### src/pccr_pkg.sv
// Constants for the capability and identification register bank
package pccr_pkg;

  // ==========================================
  // Register byte offsets
  localparam logic [7:0] PCCR_OFF_PTR_A = 8'h81;
  localparam logic [7:0] PCCR_OFF_SS_VENDOR = 8'h84;
  localparam logic [7:0] PCCR_OFF_SS_ID = 8'h86;
  localparam logic [7:0] PCCR_OFF_EXP_CODE = 8'h90;
  localparam logic [7:0] PCCR_OFF_PTR_B = 8'h91;
  localparam logic [7:0] PCCR_OFF_EXP_CAPS = 8'h92;
  localparam logic [7:0] PCCR_OFF_DEV_CAPS = 8'h94;

  // ==========================================
  // Fixed and reset values
  localparam logic [7:0] PCCR_PTR_A_VAL = 8'h90;
  localparam logic [7:0] PCCR_EXP_CODE_VAL = 8'h10;
  localparam logic [7:0] PCCR_PTR_B_VAL = 8'h00;
  localparam logic [15:0] PCCR_SS_RESET = 16'h0000;
  localparam logic [31:0] PCCR_DEV_CAPS_RESET = 32'h00000D82;
  localparam logic [17:0] PCCR_LIMIT_RESET = 18'h00000;
  localparam logic [31:0] PCCR_RDATA_RESET = 32'h00000000;

  // ==========================================
  // Express capabilities fields
  localparam int PCCR_VERSION_POS = 0;
  localparam logic [3:0] PCCR_VERSION_VAL = 4'h1;
  localparam int PCCR_PORT_TYPE_POS = 4;
  localparam logic [3:0] PCCR_PORT_TYPE_VAL = 4'h7;
  localparam int PCCR_SLOT_POS = 8;
  localparam logic [0:0] PCCR_SLOT_VAL = 1'h0;
  localparam int PCCR_INT_NUM_POS = 9;
  localparam logic [4:0] PCCR_INT_NUM_VAL = 5'h00;
  localparam logic [15:0] PCCR_EXP_CAPS_RESET = 16'h0071;

  // ==========================================
  // Device capabilities fields
  localparam logic [14:0] PCCR_DEV_CAPS_FIXED = 15'h0D82;
  localparam int PCCR_VALUE_POS = 18;
  localparam int PCCR_SCALE_POS = 26;
  localparam int PCCR_PAY_VALUE_POS = 0;
  localparam int PCCR_PAY_SCALE_POS = 8;
  localparam logic [1:0] PCCR_SCALE_RESET = 2'h0;
  localparam logic [7:0] PCCR_VALUE_RESET = 8'h00;

  // ==========================================
  // Scale multipliers expressed in milli units
  localparam logic [9:0] PCCR_MULT_X1 = 10'h3E8;
  localparam logic [9:0] PCCR_MULT_X01 = 10'h064;
  localparam logic [9:0] PCCR_MULT_X001 = 10'h00A;
  localparam logic [9:0] PCCR_MULT_X0001 = 10'h001;

endpackage : pccr_pkg

### src/pccr_regs.sv
// Capability pointers, subsystem ids and express capability registers
`timescale 1ns/10ps
`default_nettype none

// Notes on behaviour
// - Pointer at 81h reads fixed 90h
// - Subsystem ids read-only, loaded by EEPROM/alias
// - Subsystem ids clear on any reset
// - Capability code at 90h reads 10h
// - Pointer at 91h reads 00h, list end
// - Port type field reads 7h, read-only
// - Version field reads 1h, read-only
// - Interrupt message number reads zero
// - Slot implemented bit reads zero
// - Top two capability bits read zero
// - Payload bits 9:8 captured as scale
// - Scale codes mean 1, .1, .01, .001
// - Payload bits 7:0 captured as value
// - Reserved device capability bits read zero
// - Device capabilities read-only, reset 00000D82h
module pccr_regs (
  // Clock and resets
  input wire logic sys_clk,
  input wire logic nrst,
  input wire logic perst_n,
  input wire logic global_reset_input_n,
  // Configuration access
  input wire logic cfg_rd,
  input wire logic cfg_wr,
  input wire logic [7:0] cfg_addr,
  input wire logic [31:0] cfg_wdata,
  output logic cfg_ack,
  output logic [31:0] cfg_rdata,
  // Subsystem id loading
  input wire logic eeprom_load,
  input wire logic alias_wr,
  input wire logic [15:0] ss_vendor_in,
  input wire logic [15:0] ss_id_in,
  // Slot power message
  input wire logic spl_msg,
  input wire logic [31:0] spl_payload,
  // Captured power results
  output logic [1:0] captured_power_scale,
  output logic [7:0] captured_power_value,
  output logic [17:0] slot_power_limit_mw
);

  // ==========================================
  // Helpers
  function automatic logic [5:0] pccr_dword(input logic [7:0] a);
    pccr_dword = a[7:2];
  endfunction : pccr_dword

  function automatic logic [9:0] pccr_scale_mult(input logic [1:0] s);
    case (s)
      2'h0: pccr_scale_mult = pccr_pkg::PCCR_MULT_X1;
      2'h1: pccr_scale_mult = pccr_pkg::PCCR_MULT_X01;
      2'h2: pccr_scale_mult = pccr_pkg::PCCR_MULT_X001;
      default: pccr_scale_mult = pccr_pkg::PCCR_MULT_X0001;
    endcase
  endfunction : pccr_scale_mult

  // ==========================================
  // Register images, fixed fields plus captured power fields
  logic [15:0] exp_caps;
  logic [31:0] dev_caps;
  logic [31:0] rd_word;

  always_comb
  begin
    exp_caps = 16'h0000;
    exp_caps[pccr_pkg::PCCR_VERSION_POS +: 4] = pccr_pkg::PCCR_VERSION_VAL;
    exp_caps[pccr_pkg::PCCR_PORT_TYPE_POS +: 4] = pccr_pkg::PCCR_PORT_TYPE_VAL;
    exp_caps[pccr_pkg::PCCR_SLOT_POS +: 1] = pccr_pkg::PCCR_SLOT_VAL;
    exp_caps[pccr_pkg::PCCR_INT_NUM_POS +: 5] = pccr_pkg::PCCR_INT_NUM_VAL;
    dev_caps = 32'h00000000;
    dev_caps[14:0] = pccr_pkg::PCCR_DEV_CAPS_FIXED;
    dev_caps[pccr_pkg::PCCR_VALUE_POS +: 8] = captured_power_value;
    dev_caps[pccr_pkg::PCCR_SCALE_POS +: 2] = captured_power_scale;
  end

  // ==========================================
  // State
  logic [15:0] ss_vendor;
  logic [15:0] ss_id;
  logic [15:0] next_ss_vendor;
  logic [15:0] next_ss_id;
  logic [1:0] next_scale;
  logic [7:0] next_value;
  logic [17:0] next_limit;
  logic next_ack;
  logic [31:0] next_rdata;
  logic soft_rst;

  // Read mux by dword
  always_comb
  begin
    rd_word = 32'h00000000;
    if (pccr_dword(cfg_addr) == pccr_dword(pccr_pkg::PCCR_OFF_PTR_A))
    begin
      rd_word[8 * pccr_pkg::PCCR_OFF_PTR_A[1:0] +: 8] = pccr_pkg::PCCR_PTR_A_VAL;
    end
    else if (pccr_dword(cfg_addr) == pccr_dword(pccr_pkg::PCCR_OFF_SS_VENDOR))
    begin
      rd_word[8 * pccr_pkg::PCCR_OFF_SS_VENDOR[1:0] +: 16] = ss_vendor;
      rd_word[8 * pccr_pkg::PCCR_OFF_SS_ID[1:0] +: 16] = ss_id;
    end
    else if (pccr_dword(cfg_addr) == pccr_dword(pccr_pkg::PCCR_OFF_EXP_CODE))
    begin
      rd_word[8 * pccr_pkg::PCCR_OFF_EXP_CODE[1:0] +: 8] = pccr_pkg::PCCR_EXP_CODE_VAL;
      rd_word[8 * pccr_pkg::PCCR_OFF_PTR_B[1:0] +: 8] = pccr_pkg::PCCR_PTR_B_VAL;
      rd_word[8 * pccr_pkg::PCCR_OFF_EXP_CAPS[1:0] +: 16] = exp_caps;
    end
    else if (pccr_dword(cfg_addr) == pccr_dword(pccr_pkg::PCCR_OFF_DEV_CAPS))
    begin
      rd_word = dev_caps;
    end
  end

  // Link reset or global reset acts like power-on for these fields
  assign soft_rst = !perst_n || !global_reset_input_n;

  // Subsystem ids, changed only by reset, EEPROM load or alias write
  always_comb
  begin
    next_ss_vendor = ss_vendor;
    next_ss_id = ss_id;
    // Configuration writes deliberately touch nothing here
    if (soft_rst)
    begin
      next_ss_vendor = pccr_pkg::PCCR_SS_RESET;
      next_ss_id = pccr_pkg::PCCR_SS_RESET;
    end
    else if (eeprom_load || alias_wr)
    begin
      next_ss_vendor = ss_vendor_in;
      next_ss_id = ss_id_in;
    end
  end

  always_ff @(posedge sys_clk or negedge nrst)
  begin
    if (!nrst)
    begin
      ss_vendor <= pccr_pkg::PCCR_SS_RESET;
      ss_id <= pccr_pkg::PCCR_SS_RESET;
    end
    else
    begin
      ss_vendor <= next_ss_vendor;
      ss_id <= next_ss_id;
    end
  end

  // Captured slot power fields and the limit derived from them
  always_comb
  begin
    next_scale = captured_power_scale;
    next_value = captured_power_value;
    if (soft_rst)
    begin
      next_scale = pccr_pkg::PCCR_SCALE_RESET;
      next_value = pccr_pkg::PCCR_VALUE_RESET;
    end
    else if (spl_msg)
    begin
      next_scale = spl_payload[pccr_pkg::PCCR_PAY_SCALE_POS +: 2];
      next_value = spl_payload[pccr_pkg::PCCR_PAY_VALUE_POS +: 8];
    end
    // Widen before multiplying, the product needs all 18 bits
    next_limit = 18'(next_value) * 18'(pccr_scale_mult(next_scale));
  end

  always_ff @(posedge sys_clk or negedge nrst)
  begin
    if (!nrst)
    begin
      captured_power_scale <= pccr_pkg::PCCR_SCALE_RESET;
      captured_power_value <= pccr_pkg::PCCR_VALUE_RESET;
      slot_power_limit_mw <= pccr_pkg::PCCR_LIMIT_RESET;
    end
    else
    begin
      captured_power_scale <= next_scale;
      captured_power_value <= next_value;
      slot_power_limit_mw <= next_limit;
    end
  end

  // Configuration answer, one cycle after the request
  always_comb
  begin
    next_ack = cfg_rd || cfg_wr;
    next_rdata = pccr_pkg::PCCR_RDATA_RESET;
    if (cfg_rd)
    begin
      next_rdata = rd_word;
    end
  end

  always_ff @(posedge sys_clk or negedge nrst)
  begin
    if (!nrst)
    begin
      cfg_ack <= 1'b0;
      cfg_rdata <= pccr_pkg::PCCR_RDATA_RESET;
    end
    else
    begin
      cfg_ack <= next_ack;
      cfg_rdata <= next_rdata;
    end
  end

  // ==========================================
  // Checks
  chk_ptr_a_value: assert property (@(posedge sys_clk) disable iff (!nrst)
    cfg_rd && cfg_addr[7:2] == 6'h20 |=> cfg_rdata[15:8] == 8'h90)
    else $error("pointer at 81h wrong");

  chk_ss_hold_write: assert property (@(posedge sys_clk) disable iff (!nrst)
    cfg_wr && !eeprom_load && !alias_wr && !soft_rst |=> $stable(ss_vendor) && $stable(ss_id))
    else $error("subsystem id changed by config write");

  chk_ss_reset_clear: assert property (@(posedge sys_clk) disable iff (!nrst)
    !perst_n || !global_reset_input_n |=> ss_vendor == 16'h0000 && ss_id == 16'h0000)
    else $error("subsystem id not cleared");

  chk_exp_word: assert property (@(posedge sys_clk) disable iff (!nrst)
    cfg_rd && cfg_addr[7:2] == 6'h24 |=> cfg_rdata == 32'h00710010)
    else $error("express capability dword wrong");

  chk_spl_capture: assert property (@(posedge sys_clk) disable iff (!nrst)
    spl_msg && !soft_rst |=> captured_power_scale == $past(spl_payload[9:8])
      && captured_power_value == $past(spl_payload[7:0]))
    else $error("slot power fields not captured");

  chk_limit_calc: assert property (@(posedge sys_clk) disable iff (!nrst)
    captured_power_scale == 2'h1 |-> slot_power_limit_mw == 18'(captured_power_value * 100))
    else $error("power limit scale wrong");

  chk_devcaps_read: assert property (@(posedge sys_clk) disable iff (!nrst)
    cfg_rd && cfg_addr[7:2] == 6'h25 |=> cfg_rdata[31:28] == 4'h0
      && cfg_rdata[17:15] == 3'h0 && cfg_rdata[14:0] == 15'h0D82)
    else $error("device capabilities fixed bits wrong");

  chk_capture_hold: assert property (@(posedge sys_clk) disable iff (!nrst)
    !spl_msg && !soft_rst |=> $stable(captured_power_scale) && $stable(captured_power_value))
    else $error("captured power changed without message");

  chk_ack_timing: assert property (@(posedge sys_clk) disable iff (!nrst)
    cfg_rd |=> cfg_ack ##1 (cfg_ack == $past(cfg_rd || cfg_wr)))
    else $error("configuration answer late");

  chk_ptr_b_end: assert property (@(posedge sys_clk) disable iff (!nrst)
    cfg_rd && cfg_addr[7:2] == 6'h24 |=> cfg_rdata[15:8] == 8'h00)
    else $error("pointer at 91h not list end");

  chk_port_type: assert property (@(posedge sys_clk) disable iff (!nrst)
    cfg_rd && cfg_addr[7:2] == 6'h24 |=> cfg_rdata[23:20] == 4'h7)
    else $error("device port type wrong");

  chk_cap_version: assert property (@(posedge sys_clk) disable iff (!nrst)
    cfg_rd && cfg_addr[7:2] == 6'h24 |=> cfg_rdata[19:16] == 4'h1)
    else $error("capability version wrong");

  chk_int_number: assert property (@(posedge sys_clk) disable iff (!nrst)
    cfg_rd && cfg_addr[7:2] == 6'h24 |=> cfg_rdata[29:25] == 5'h00)
    else $error("interrupt message number not zero");

  chk_slot_bit: assert property (@(posedge sys_clk) disable iff (!nrst)
    cfg_rd && cfg_addr[7:2] == 6'h24 |=> cfg_rdata[24] == 1'b0)
    else $error("slot implemented bit set");

  chk_caps_reserved: assert property (@(posedge sys_clk) disable iff (!nrst)
    cfg_rd && cfg_addr[7:2] == 6'h24 |=> cfg_rdata[31:30] == 2'h0)
    else $error("reserved capability bits set");

  chk_ss_read: assert property (@(posedge sys_clk) disable iff (!nrst)
    cfg_rd && cfg_addr[7:2] == 6'h21 |=> cfg_rdata == {$past(ss_id), $past(ss_vendor)})
    else $error("subsystem id read wrong");

  chk_devcaps_fields: assert property (@(posedge sys_clk) disable iff (!nrst)
    cfg_rd && cfg_addr[7:2] == 6'h25 |=> cfg_rdata[27:26] == $past(captured_power_scale)
      && cfg_rdata[25:18] == $past(captured_power_value))
    else $error("captured power fields read wrong");

  chk_scale_unit: assert property (@(posedge sys_clk) disable iff (!nrst)
    captured_power_scale == 2'h0 |-> slot_power_limit_mw == 18'(captured_power_value * 1000))
    else $error("power limit unit scale wrong");

  chk_scale_hundredth: assert property (@(posedge sys_clk) disable iff (!nrst)
    captured_power_scale == 2'h2 |-> slot_power_limit_mw == 18'(captured_power_value * 10))
    else $error("power limit hundredth scale wrong");

  chk_scale_thousandth: assert property (@(posedge sys_clk) disable iff (!nrst)
    captured_power_scale == 2'h3 |-> slot_power_limit_mw == 18'(captured_power_value))
    else $error("power limit thousandth scale wrong");

  chk_soft_clear_power: assert property (@(posedge sys_clk) disable iff (!nrst)
    soft_rst |=> captured_power_scale == 2'h0 && captured_power_value == 8'h00
      && slot_power_limit_mw == 18'h00000)
    else $error("captured power not cleared");

  chk_write_no_data: assert property (@(posedge sys_clk) disable iff (!nrst)
    cfg_wr && !cfg_rd && cfg_wdata != 32'h00000000 |=> cfg_ack && cfg_rdata == 32'h00000000)
    else $error("write returned data");

  chk_idle_quiet: assert property (@(posedge sys_clk) disable iff (!nrst)
    !cfg_rd && !cfg_wr |=> !cfg_ack && cfg_rdata == 32'h00000000)
    else $error("answer without request");

endmodule : pccr_regs

`default_nettype wire

### config.mk
export PLATFORM = sky130hd
export DESIGN_NAME = pccr_regs
export DESIGN_NICKNAME = d
export VERILOG_FILES = /design/src/pccr_pkg.sv /design/src/pccr_regs.sv
export SDC_FILE = /design/constraint.sdc
export NUM_CORES = 1
export LEC_CHECK = 0
export BUFFER_PORTS_ARGS = -buffer_cell sky130_fd_sc_hd__buf_2
export CAP_MARGIN = 0
export CORE_UTILIZATION = 47
export DETAILED_ROUTE_END_ITERATION = 10
export PLACE_DENSITY = 0.77
export SYNTH_ARGS = -nofsm -noshare
export SYNTH_HDL_FRONTEND = slang
export SYNTH_SLANG_ARGS = --single-unit
### constraint.sdc
create_clock -name sys_clk -period 5.11 [get_ports sys_clk]
set_clock_uncertainty 0.15 [all_clocks]
set_input_delay 1.022 -clock sys_clk [delete_from_list [all_inputs] [get_ports sys_clk]]
set_output_delay 1.022 -clock sys_clk [all_outputs]
set_load 0.005 [all_outputs]
Word-level counts from Yosys, hierarchy flattened

Index checks and enable logic that the tools add are counted.

Multiply operators: 1
Multiplexer cells: 16
Reductions and logical operators: 7
Equality and inequality tests: 6

Operator list:

| operator           | number |
|---|---|
| $mux 32            | 3 |
| $mux 16            | 5 |
| $mux 8             | 4 |
| $pmux 10 s3        | 1 |
| $mux 28            | 1 |
| $eq 6x6->1 const B | 4 |
| $mul 8x10->18      | 1 |
| $mux 2             | 2 |
| $logic_or 1x1->1   | 3 |
| $eq 2x1->1 const B | 1 |
| $eq 2x2->1 const B | 1 |
| $logic_not 1->1    | 2 |
| $logic_not 2->1    | 1 |
| $reduce_bool 2->1  | 1 |

Output and inout port bits: 61
Word-level logic and storage cells: 37
Bits in registers: 93
Bits of input ports: 113

Logic depth before layout (Yosys ltp)

Word-level depth: 6
Gate-level depth with buffers: 21
Gate-level depth less buffers: 20

Worst setup path before layout

No wires, ideal clock.

Kind: input port to flip-flop
From: input port spl_msg
To: register slot_power_limit_mw[15]
Buffers on the path: 1
Setup time: 0.111 ns
Stages on the path: 19
Data required time: 4.849 ns
Slack: -0.877 ns
Arrival: 5.726 ns
Path through: buf_2 > mux2_2 > nand2_1 > inv_1 > nor2_1 > nand2_1 > inv_1 > fa_1 > fa_1 > fa_1 > inv_1 > fa_1 > inv_1 > ha_1 > a21o_4 > a31oi_4 > and4b_1 > a221o_1 > a2111oi_2

Word-level cells in the longest chain between the ends: 5
Elaborated cells on any way between the ends: 9
Those cells by class: mul: 1; eq/ne: 2; mux: 5; reduce/logical: 1

RTL lines:

| item                               | line             | RTL |
|---|---|---|
| start: declaration                 | pccr_regs.sv:40  | `input wire logic spl_msg,` |
| $mux 2 *                           | pccr_regs.sv:165 | `else if (spl_msg)` |
| $mux 2 *                           | pccr_regs.sv:160 | `if (soft_rst)` |
| net next_scale[1]                  | pccr_regs.sv:88  | `logic [1:0] next_scale;` |
| $eq 2x2->1 (tied with other cells) | pccr_regs.sv:55  | `case (s)` |
| $pmux 10 s3 *                      | pccr_regs.sv:55  |  |
| $mul 8x10->18 *                    | pccr_regs.sv:171 | `next_limit = 18'(next_value) * 18'(pccr_scale_mult(next_scale));` |
| net next_limit[15]                 | pccr_regs.sv:90  | `logic [17:0] next_limit;` |
| end signal: assignment             | pccr_regs.sv:180 | `slot_power_limit_mw <= pccr_pkg::PCCR_LIMIT_RESET;` |
| end signal: assignment             | pccr_regs.sv:186 | `slot_power_limit_mw <= next_limit;` |
| end: declaration                   | pccr_regs.sv:45  | `output logic [17:0] slot_power_limit_mw` |

The timed path passes the listed nets; every way through them passes the cells marked *.
A chain may end at the register's enable or synchronous reset.

Worst setup path in the final report

From: input port perst_n
To: register slot_power_limit_mw[15]

Elaborated cells on any way between the ends: 9
Those cells by class: mul: 1; eq/ne: 2; mux: 3; reduce/logical: 3

RTL lines:

| item               | line             | RTL |
|---|---|---|
| start: declaration | pccr_regs.sv:25  | `input wire logic perst_n,` |
| $logic_not 1->1    | pccr_regs.sv:121 | `assign soft_rst = !perst_n \|\| !global_reset_input_n;` |
| $logic_or 1x1->1   | pccr_regs.sv:121 |  |
| $mux 8             | pccr_regs.sv:160 |  |
| net next_value[3]  | pccr_regs.sv:89  | `logic [7:0] next_value;` |
| $mul 8x10->18      | pccr_regs.sv:171 |  |
| net next_limit[15] | pccr_regs.sv:90  |  |

The timed path passes the listed nets, and every way through them passes these cells.

==> impl_table.tex <==
\begin{tabular}{lr}
\hline
Metric & Value \\
\hline
\multicolumn{2}{l}{\textbf{Cells and area}} \\
\quad Total number of nets in the final design & 998 \\
\quad Fillers & 915 \\
\quad Total inserted antenna cells & 0 \\
\quad Area growth from synthesis to layout & 35.5\% \\
\quad Post-layout instance count excluding filler cells & 949 \\
\quad Layout cells sized above 1 & 35.9\% \\
\quad Post-Route Utilization & 65.3\% \\
\multicolumn{2}{l}{\textbf{Placed design}} \\
\quad Post-detailed-placement half-perimeter wirelength & 10200 um \\
\quad Cell count after placement & 916 \\
\quad Global placement routability congestion & 0.933 \\
\quad Count of buffers inserted at the top-level ports & 117 \\
\multicolumn{2}{l}{\textbf{Logic synthesis}} \\
\quad Synth async-reset ratio & 100\% \\
\quad Cell type with the largest total area after synthesis & sky130\_fd\_sc\_hd\_\_dfrtp\_1 \\
\quad Post-synth top flop & sky130\_fd\_sc\_hd\_\_dfrtp\_1 \\
\quad Mapped cell area & 5790 um2 \\
\quad Post-synth net total & 802 \\
\quad Sequential fraction of the synthesis area & 40.2\% \\
\quad Top-area cell type share of the netlist area & 40.2\% \\
\quad Synth top cells by count & sky130\_fd\_sc\_hd\_\_nand2\_1, sky130\_fd\_sc\_hd\_\_dfrtp\_1, sky130\_fd\_sc\_hd\_\_inv\_1, sky130\_fd\_sc\_hd\_\_nor2\_1 \\
\quad Cells after synthesis & 601 \\
\quad Synthesized area per cell & 9.63 um2 \\
\quad Distinct cell type count of the synthesized netlist & 41 \\
\quad Number of enable-type register cells in the synthesized netlist & 0 \\
\quad Register bit total from synthesis & 93 \\
\quad Dominant cell by count in the synthesized netlist & sky130\_fd\_sc\_hd\_\_nand2\_1 \\
\quad Syn. warnings & 0 \\
\quad Ranking of synthesized cells by area & sky130\_fd\_sc\_hd\_\_dfrtp\_1, sky130\_fd\_sc\_hd\_\_fa\_1, sky130\_fd\_sc\_hd\_\_ha\_1 \\
\multicolumn{2}{l}{\textbf{Floorplan}} \\
\quad \# rows & 40 \\
\quad Starting utilization of the core area & 48.2\% \\
\quad Die width & 113 um \\
\quad Core box area & 12000 um2 \\
\quad Die area & 12800 um2 \\
\quad Die H & 113 um \\
\quad Number of top-level pins & 174 \\
\multicolumn{2}{l}{\textbf{Detailed routing}} \\
\quad First drt pass iteration count & 4 \\
\quad Routed length per instance & 14.4 um \\
\quad Number of nets with antenna violations after routing & 0 \\
\quad Count of routing violations after the opening detailed-route iteration & 342 \\
\quad Total vias in the final route & 4746 \\
\quad Number of remaining DRC errors & 0 \\
\quad Final Routed Wirelength & 13600 um \\
\quad Post-DR vias/cell & 5.00 \\
\multicolumn{2}{l}{\textbf{CTS}} \\
\quad Sinks on the clock net & 93 \\
\quad Clock tree buffer depth & 2 \\
\quad Clock latency reported for the late side of the worst-skew pair & 0.34 ns \\
\quad CTS tree & built \\
\quad Post-CTS Hold Fix Bufs & 0 \\
\quad Number of levels the H-tree was split into & 3 \\
\quad Clock transition at path regs & 0.07 ns \\
\quad Total clock buffers created by CTS & 9 \\
\quad Clk root buf & sky130\_fd\_sc\_hd\_\_clkbuf\_16 \\
\multicolumn{2}{l}{\textbf{Job}} \\
\quad Maxcap violations & 0 \\
\multicolumn{2}{l}{\textbf{Critical path}} \\
\quad Signal arrival time at the worst endpoint & 5.28 ns \\
\quad Critical Path Sink Type & flop \\
\quad Worst Path Required & 5.19 ns \\
\quad Kind of start point of the critical path & primary input \\
\quad Critical setup path kind & in2reg \\
\quad Highest net fanout along the worst path & 5 \\
\multicolumn{2}{l}{\textbf{STA}} \\
\quad Tightest slew margin relative to the limit & 23.4\% \\
\quad Slew @ Worst Pin & 1.15 ns \\
\quad Ratio of final minimum period to clock period & 102\% \\
\quad Count of final max-slew check failures & 0 \\
\quad RSZ-0062 raised after global routing & true \\
\quad Worst Slack Setup Final & -0.0830 ns \\
\quad Clock period minus worst slack & 5.19 ns \\
\quad Setup\_tns & -0.187 ns \\
\quad Upper clock frequency limit & 193 MHz \\
\quad Count of endpoints failing hold in the final timing report & 0 \\
\quad Final count of negative-setup-slack endpoints & 4 \\
\multicolumn{2}{l}{\textbf{Run status}} \\
\quad Violated checks & setup timing \\
\quad Run status & complete, but fails checks \\
\multicolumn{2}{l}{\textbf{GRT}} \\
\quad Total congestion overflow after global routing & 0 \\
\quad First-pass GRT wire length & 22500 um \\
\quad Largest net degree at the start of global routing & 94 \\
\quad Initial antenna violation count & 0 \\
\quad Number of global-route vias before repair & 4917 \\
\quad Global routing usage summed across all routing layers & 22.2\% \\
\multicolumn{2}{l}{\textbf{Worst hold path}} \\
\quad Worst hold path class & reg2reg \\
\multicolumn{2}{l}{\textbf{Power and ir drop}} \\
\quad Peak ir drop on the vdd network & 0.146 mV \\
\quad Total power consumption of the routed design & 1.83 mW \\
\quad Ratio of total power to cell area & 234 nW/um2 \\
\quad Leakage & 4.36 nW \\
\hline
\end{tabular}
==> timing repair <==
item | 4_1_cts | 5_1_grt
buffers inserted | 8 | 8
pin swaps | 15 | 7
gates resized for setup | 22 | 20
endpoints found under the setup margin | 6 | 8
gates cloned | 0 | 1
==> cell type report <==
type | count | area [um2] | area share (%)
well taps | 147 | 184 | 2.34
clock inverters | 7 | 92.6 | 1.18
inverters | 90 | 360 | 4.59
flip-flops and latches | 93 | 2330 | 29.7
repair buffers | 205 | 1320 | 16.8
clock buffers | 9 | 225 | 2.87
multi-input cells | 398 | 3340 | 42.6
==> state kept, by name (all words and copies together) (netlist names) <==
name                  count
slot_power_limit_mw      18
captured_power_value      8
captured_power_scale      2
ss_id                    16
cfg_ack                   1
ss_vendor                16
cfg_rdata                32
==> kinds of logic after synthesis <==
logic type	share of synthesized area (%)
multiplexers	3.16
buffers and inverters	7.22
AND/OR/NAND/NOR	15.6
adder cells (fa/ha/maj)	24.2
XOR/XNOR	1.82
flip-flops	40.2
AO/OA/AOI/OAI	7.78
==> final timing paths <==
path,depth (start not counted),slack [ns],from,end
setup / recovery,22,-0.08,perst_n,slot_power_limit_mw[15]
hold / removal,1,0.32,ss_vendor[13],cfg_rdata[13]
setup reg to reg,19,0.32,captured_power_scale[0],slot_power_limit_mw[15]
hold reg to reg,1,0.32,ss_vendor[13],cfg_rdata[13]
max in group asynchronous,1,3.35,nrst,ss_id[6]
min in group asynchronous,1,0.73,nrst,ss_id[15]
==> metrics by stage <==
step | area, um2 | hold WS (ns) | setup WS, ns
2_1_floorplan | 5990 | 0.303 | -0.141
3_3_place_gp | 7200 | 0.310 | -0.523
3_5_place_dp | 7200 | 0.311 | -0.559
4_1_cts | 7670 | 0.326 | -0.0537
5_1_grt | 7850 | 0.337 | -0.229
6_report | 7850 | 0.324 | -0.0830
==> worst max-delay path, stage by stage <==
cell and delay (ns):
sky130_fd_sc_hd__buf_2 0.11, sky130_fd_sc_hd__and2_4 0.17, sky130_fd_sc_hd__buf_4 0.14, sky130_fd_sc_hd__nand2_2 0.07, sky130_fd_sc_hd__inv_2 0.05, sky130_fd_sc_hd__nand2_4 0.07
sky130_fd_sc_hd__nor2_4 0.04, sky130_fd_sc_hd__buf_4 0.13, sky130_fd_sc_hd__fa_1 0.54, sky130_fd_sc_hd__fa_1 0.45, sky130_fd_sc_hd__fa_1 0.53, sky130_fd_sc_hd__inv_1 0.05
sky130_fd_sc_hd__fa_1 0.50, sky130_fd_sc_hd__inv_2 0.05, sky130_fd_sc_hd__ha_4 0.25, sky130_fd_sc_hd__buf_6 0.12, sky130_fd_sc_hd__nand3_4 0.09, sky130_fd_sc_hd__nor2_4 0.06
sky130_fd_sc_hd__buf_6 0.11, sky130_fd_sc_hd__and3_4 0.17, sky130_fd_sc_hd__a221o_1 0.33, sky130_fd_sc_hd__a2111oi_4 0.21
==> report_power, final <==
group | switching [mW] | internal (mW)
logic | 0.182 | 0.167
registers | 0.0121 | 0.765
clock network | 0.314 | 0.393
total | 0.508 | 1.32
==> layer usage <==
metal | part of all wire [%] | global-route usage [%]
met2 | 51 | 39.9
met5 | 0 | 0
met4 | 2.0 | 7.89
met3 | 4.6 | 2.09
met1 | 42 | 27.9
==> placed cells by master, fill, tap and decap left out, types with 3 or more instances in the layout <==
cell type	n
sky130_fd_sc_hd__inv_2	9
sky130_fd_sc_hd__nor2_4	5
sky130_fd_sc_hd__mux2_4	4
sky130_fd_sc_hd__nor3_1	8
sky130_fd_sc_hd__nor2_2	3
sky130_fd_sc_hd__o21ai_0	5
sky130_fd_sc_hd__nor2_1	50
sky130_fd_sc_hd__buf_2	115
sky130_fd_sc_hd__inv_8	4
sky130_fd_sc_hd__a21oi_1	46
sky130_fd_sc_hd__nand2_2	5
sky130_fd_sc_hd__fa_1	39
sky130_fd_sc_hd__nand3_1	9
sky130_fd_sc_hd__and2_1	14
sky130_fd_sc_hd__a21o_1	4
sky130_fd_sc_hd__o211ai_1	3
sky130_fd_sc_hd__inv_1	78
sky130_fd_sc_hd__xor2_1	3
sky130_fd_sc_hd__dfrtp_1	93
sky130_fd_sc_hd__clkbuf_16	10
sky130_fd_sc_hd__buf_4	81
sky130_fd_sc_hd__nand2_1	91
sky130_fd_sc_hd__mux2_2	6
sky130_fd_sc_hd__ha_1	41
sky130_fd_sc_hd__xnor2_1	9
sky130_fd_sc_hd__ha_4	7
sky130_fd_sc_hd__mux2i_1	7
sky130_fd_sc_hd__buf_6	6
sky130_fd_sc_hd__nand2_4	3
Note: power is estimated with default switching activity, not from simulation.
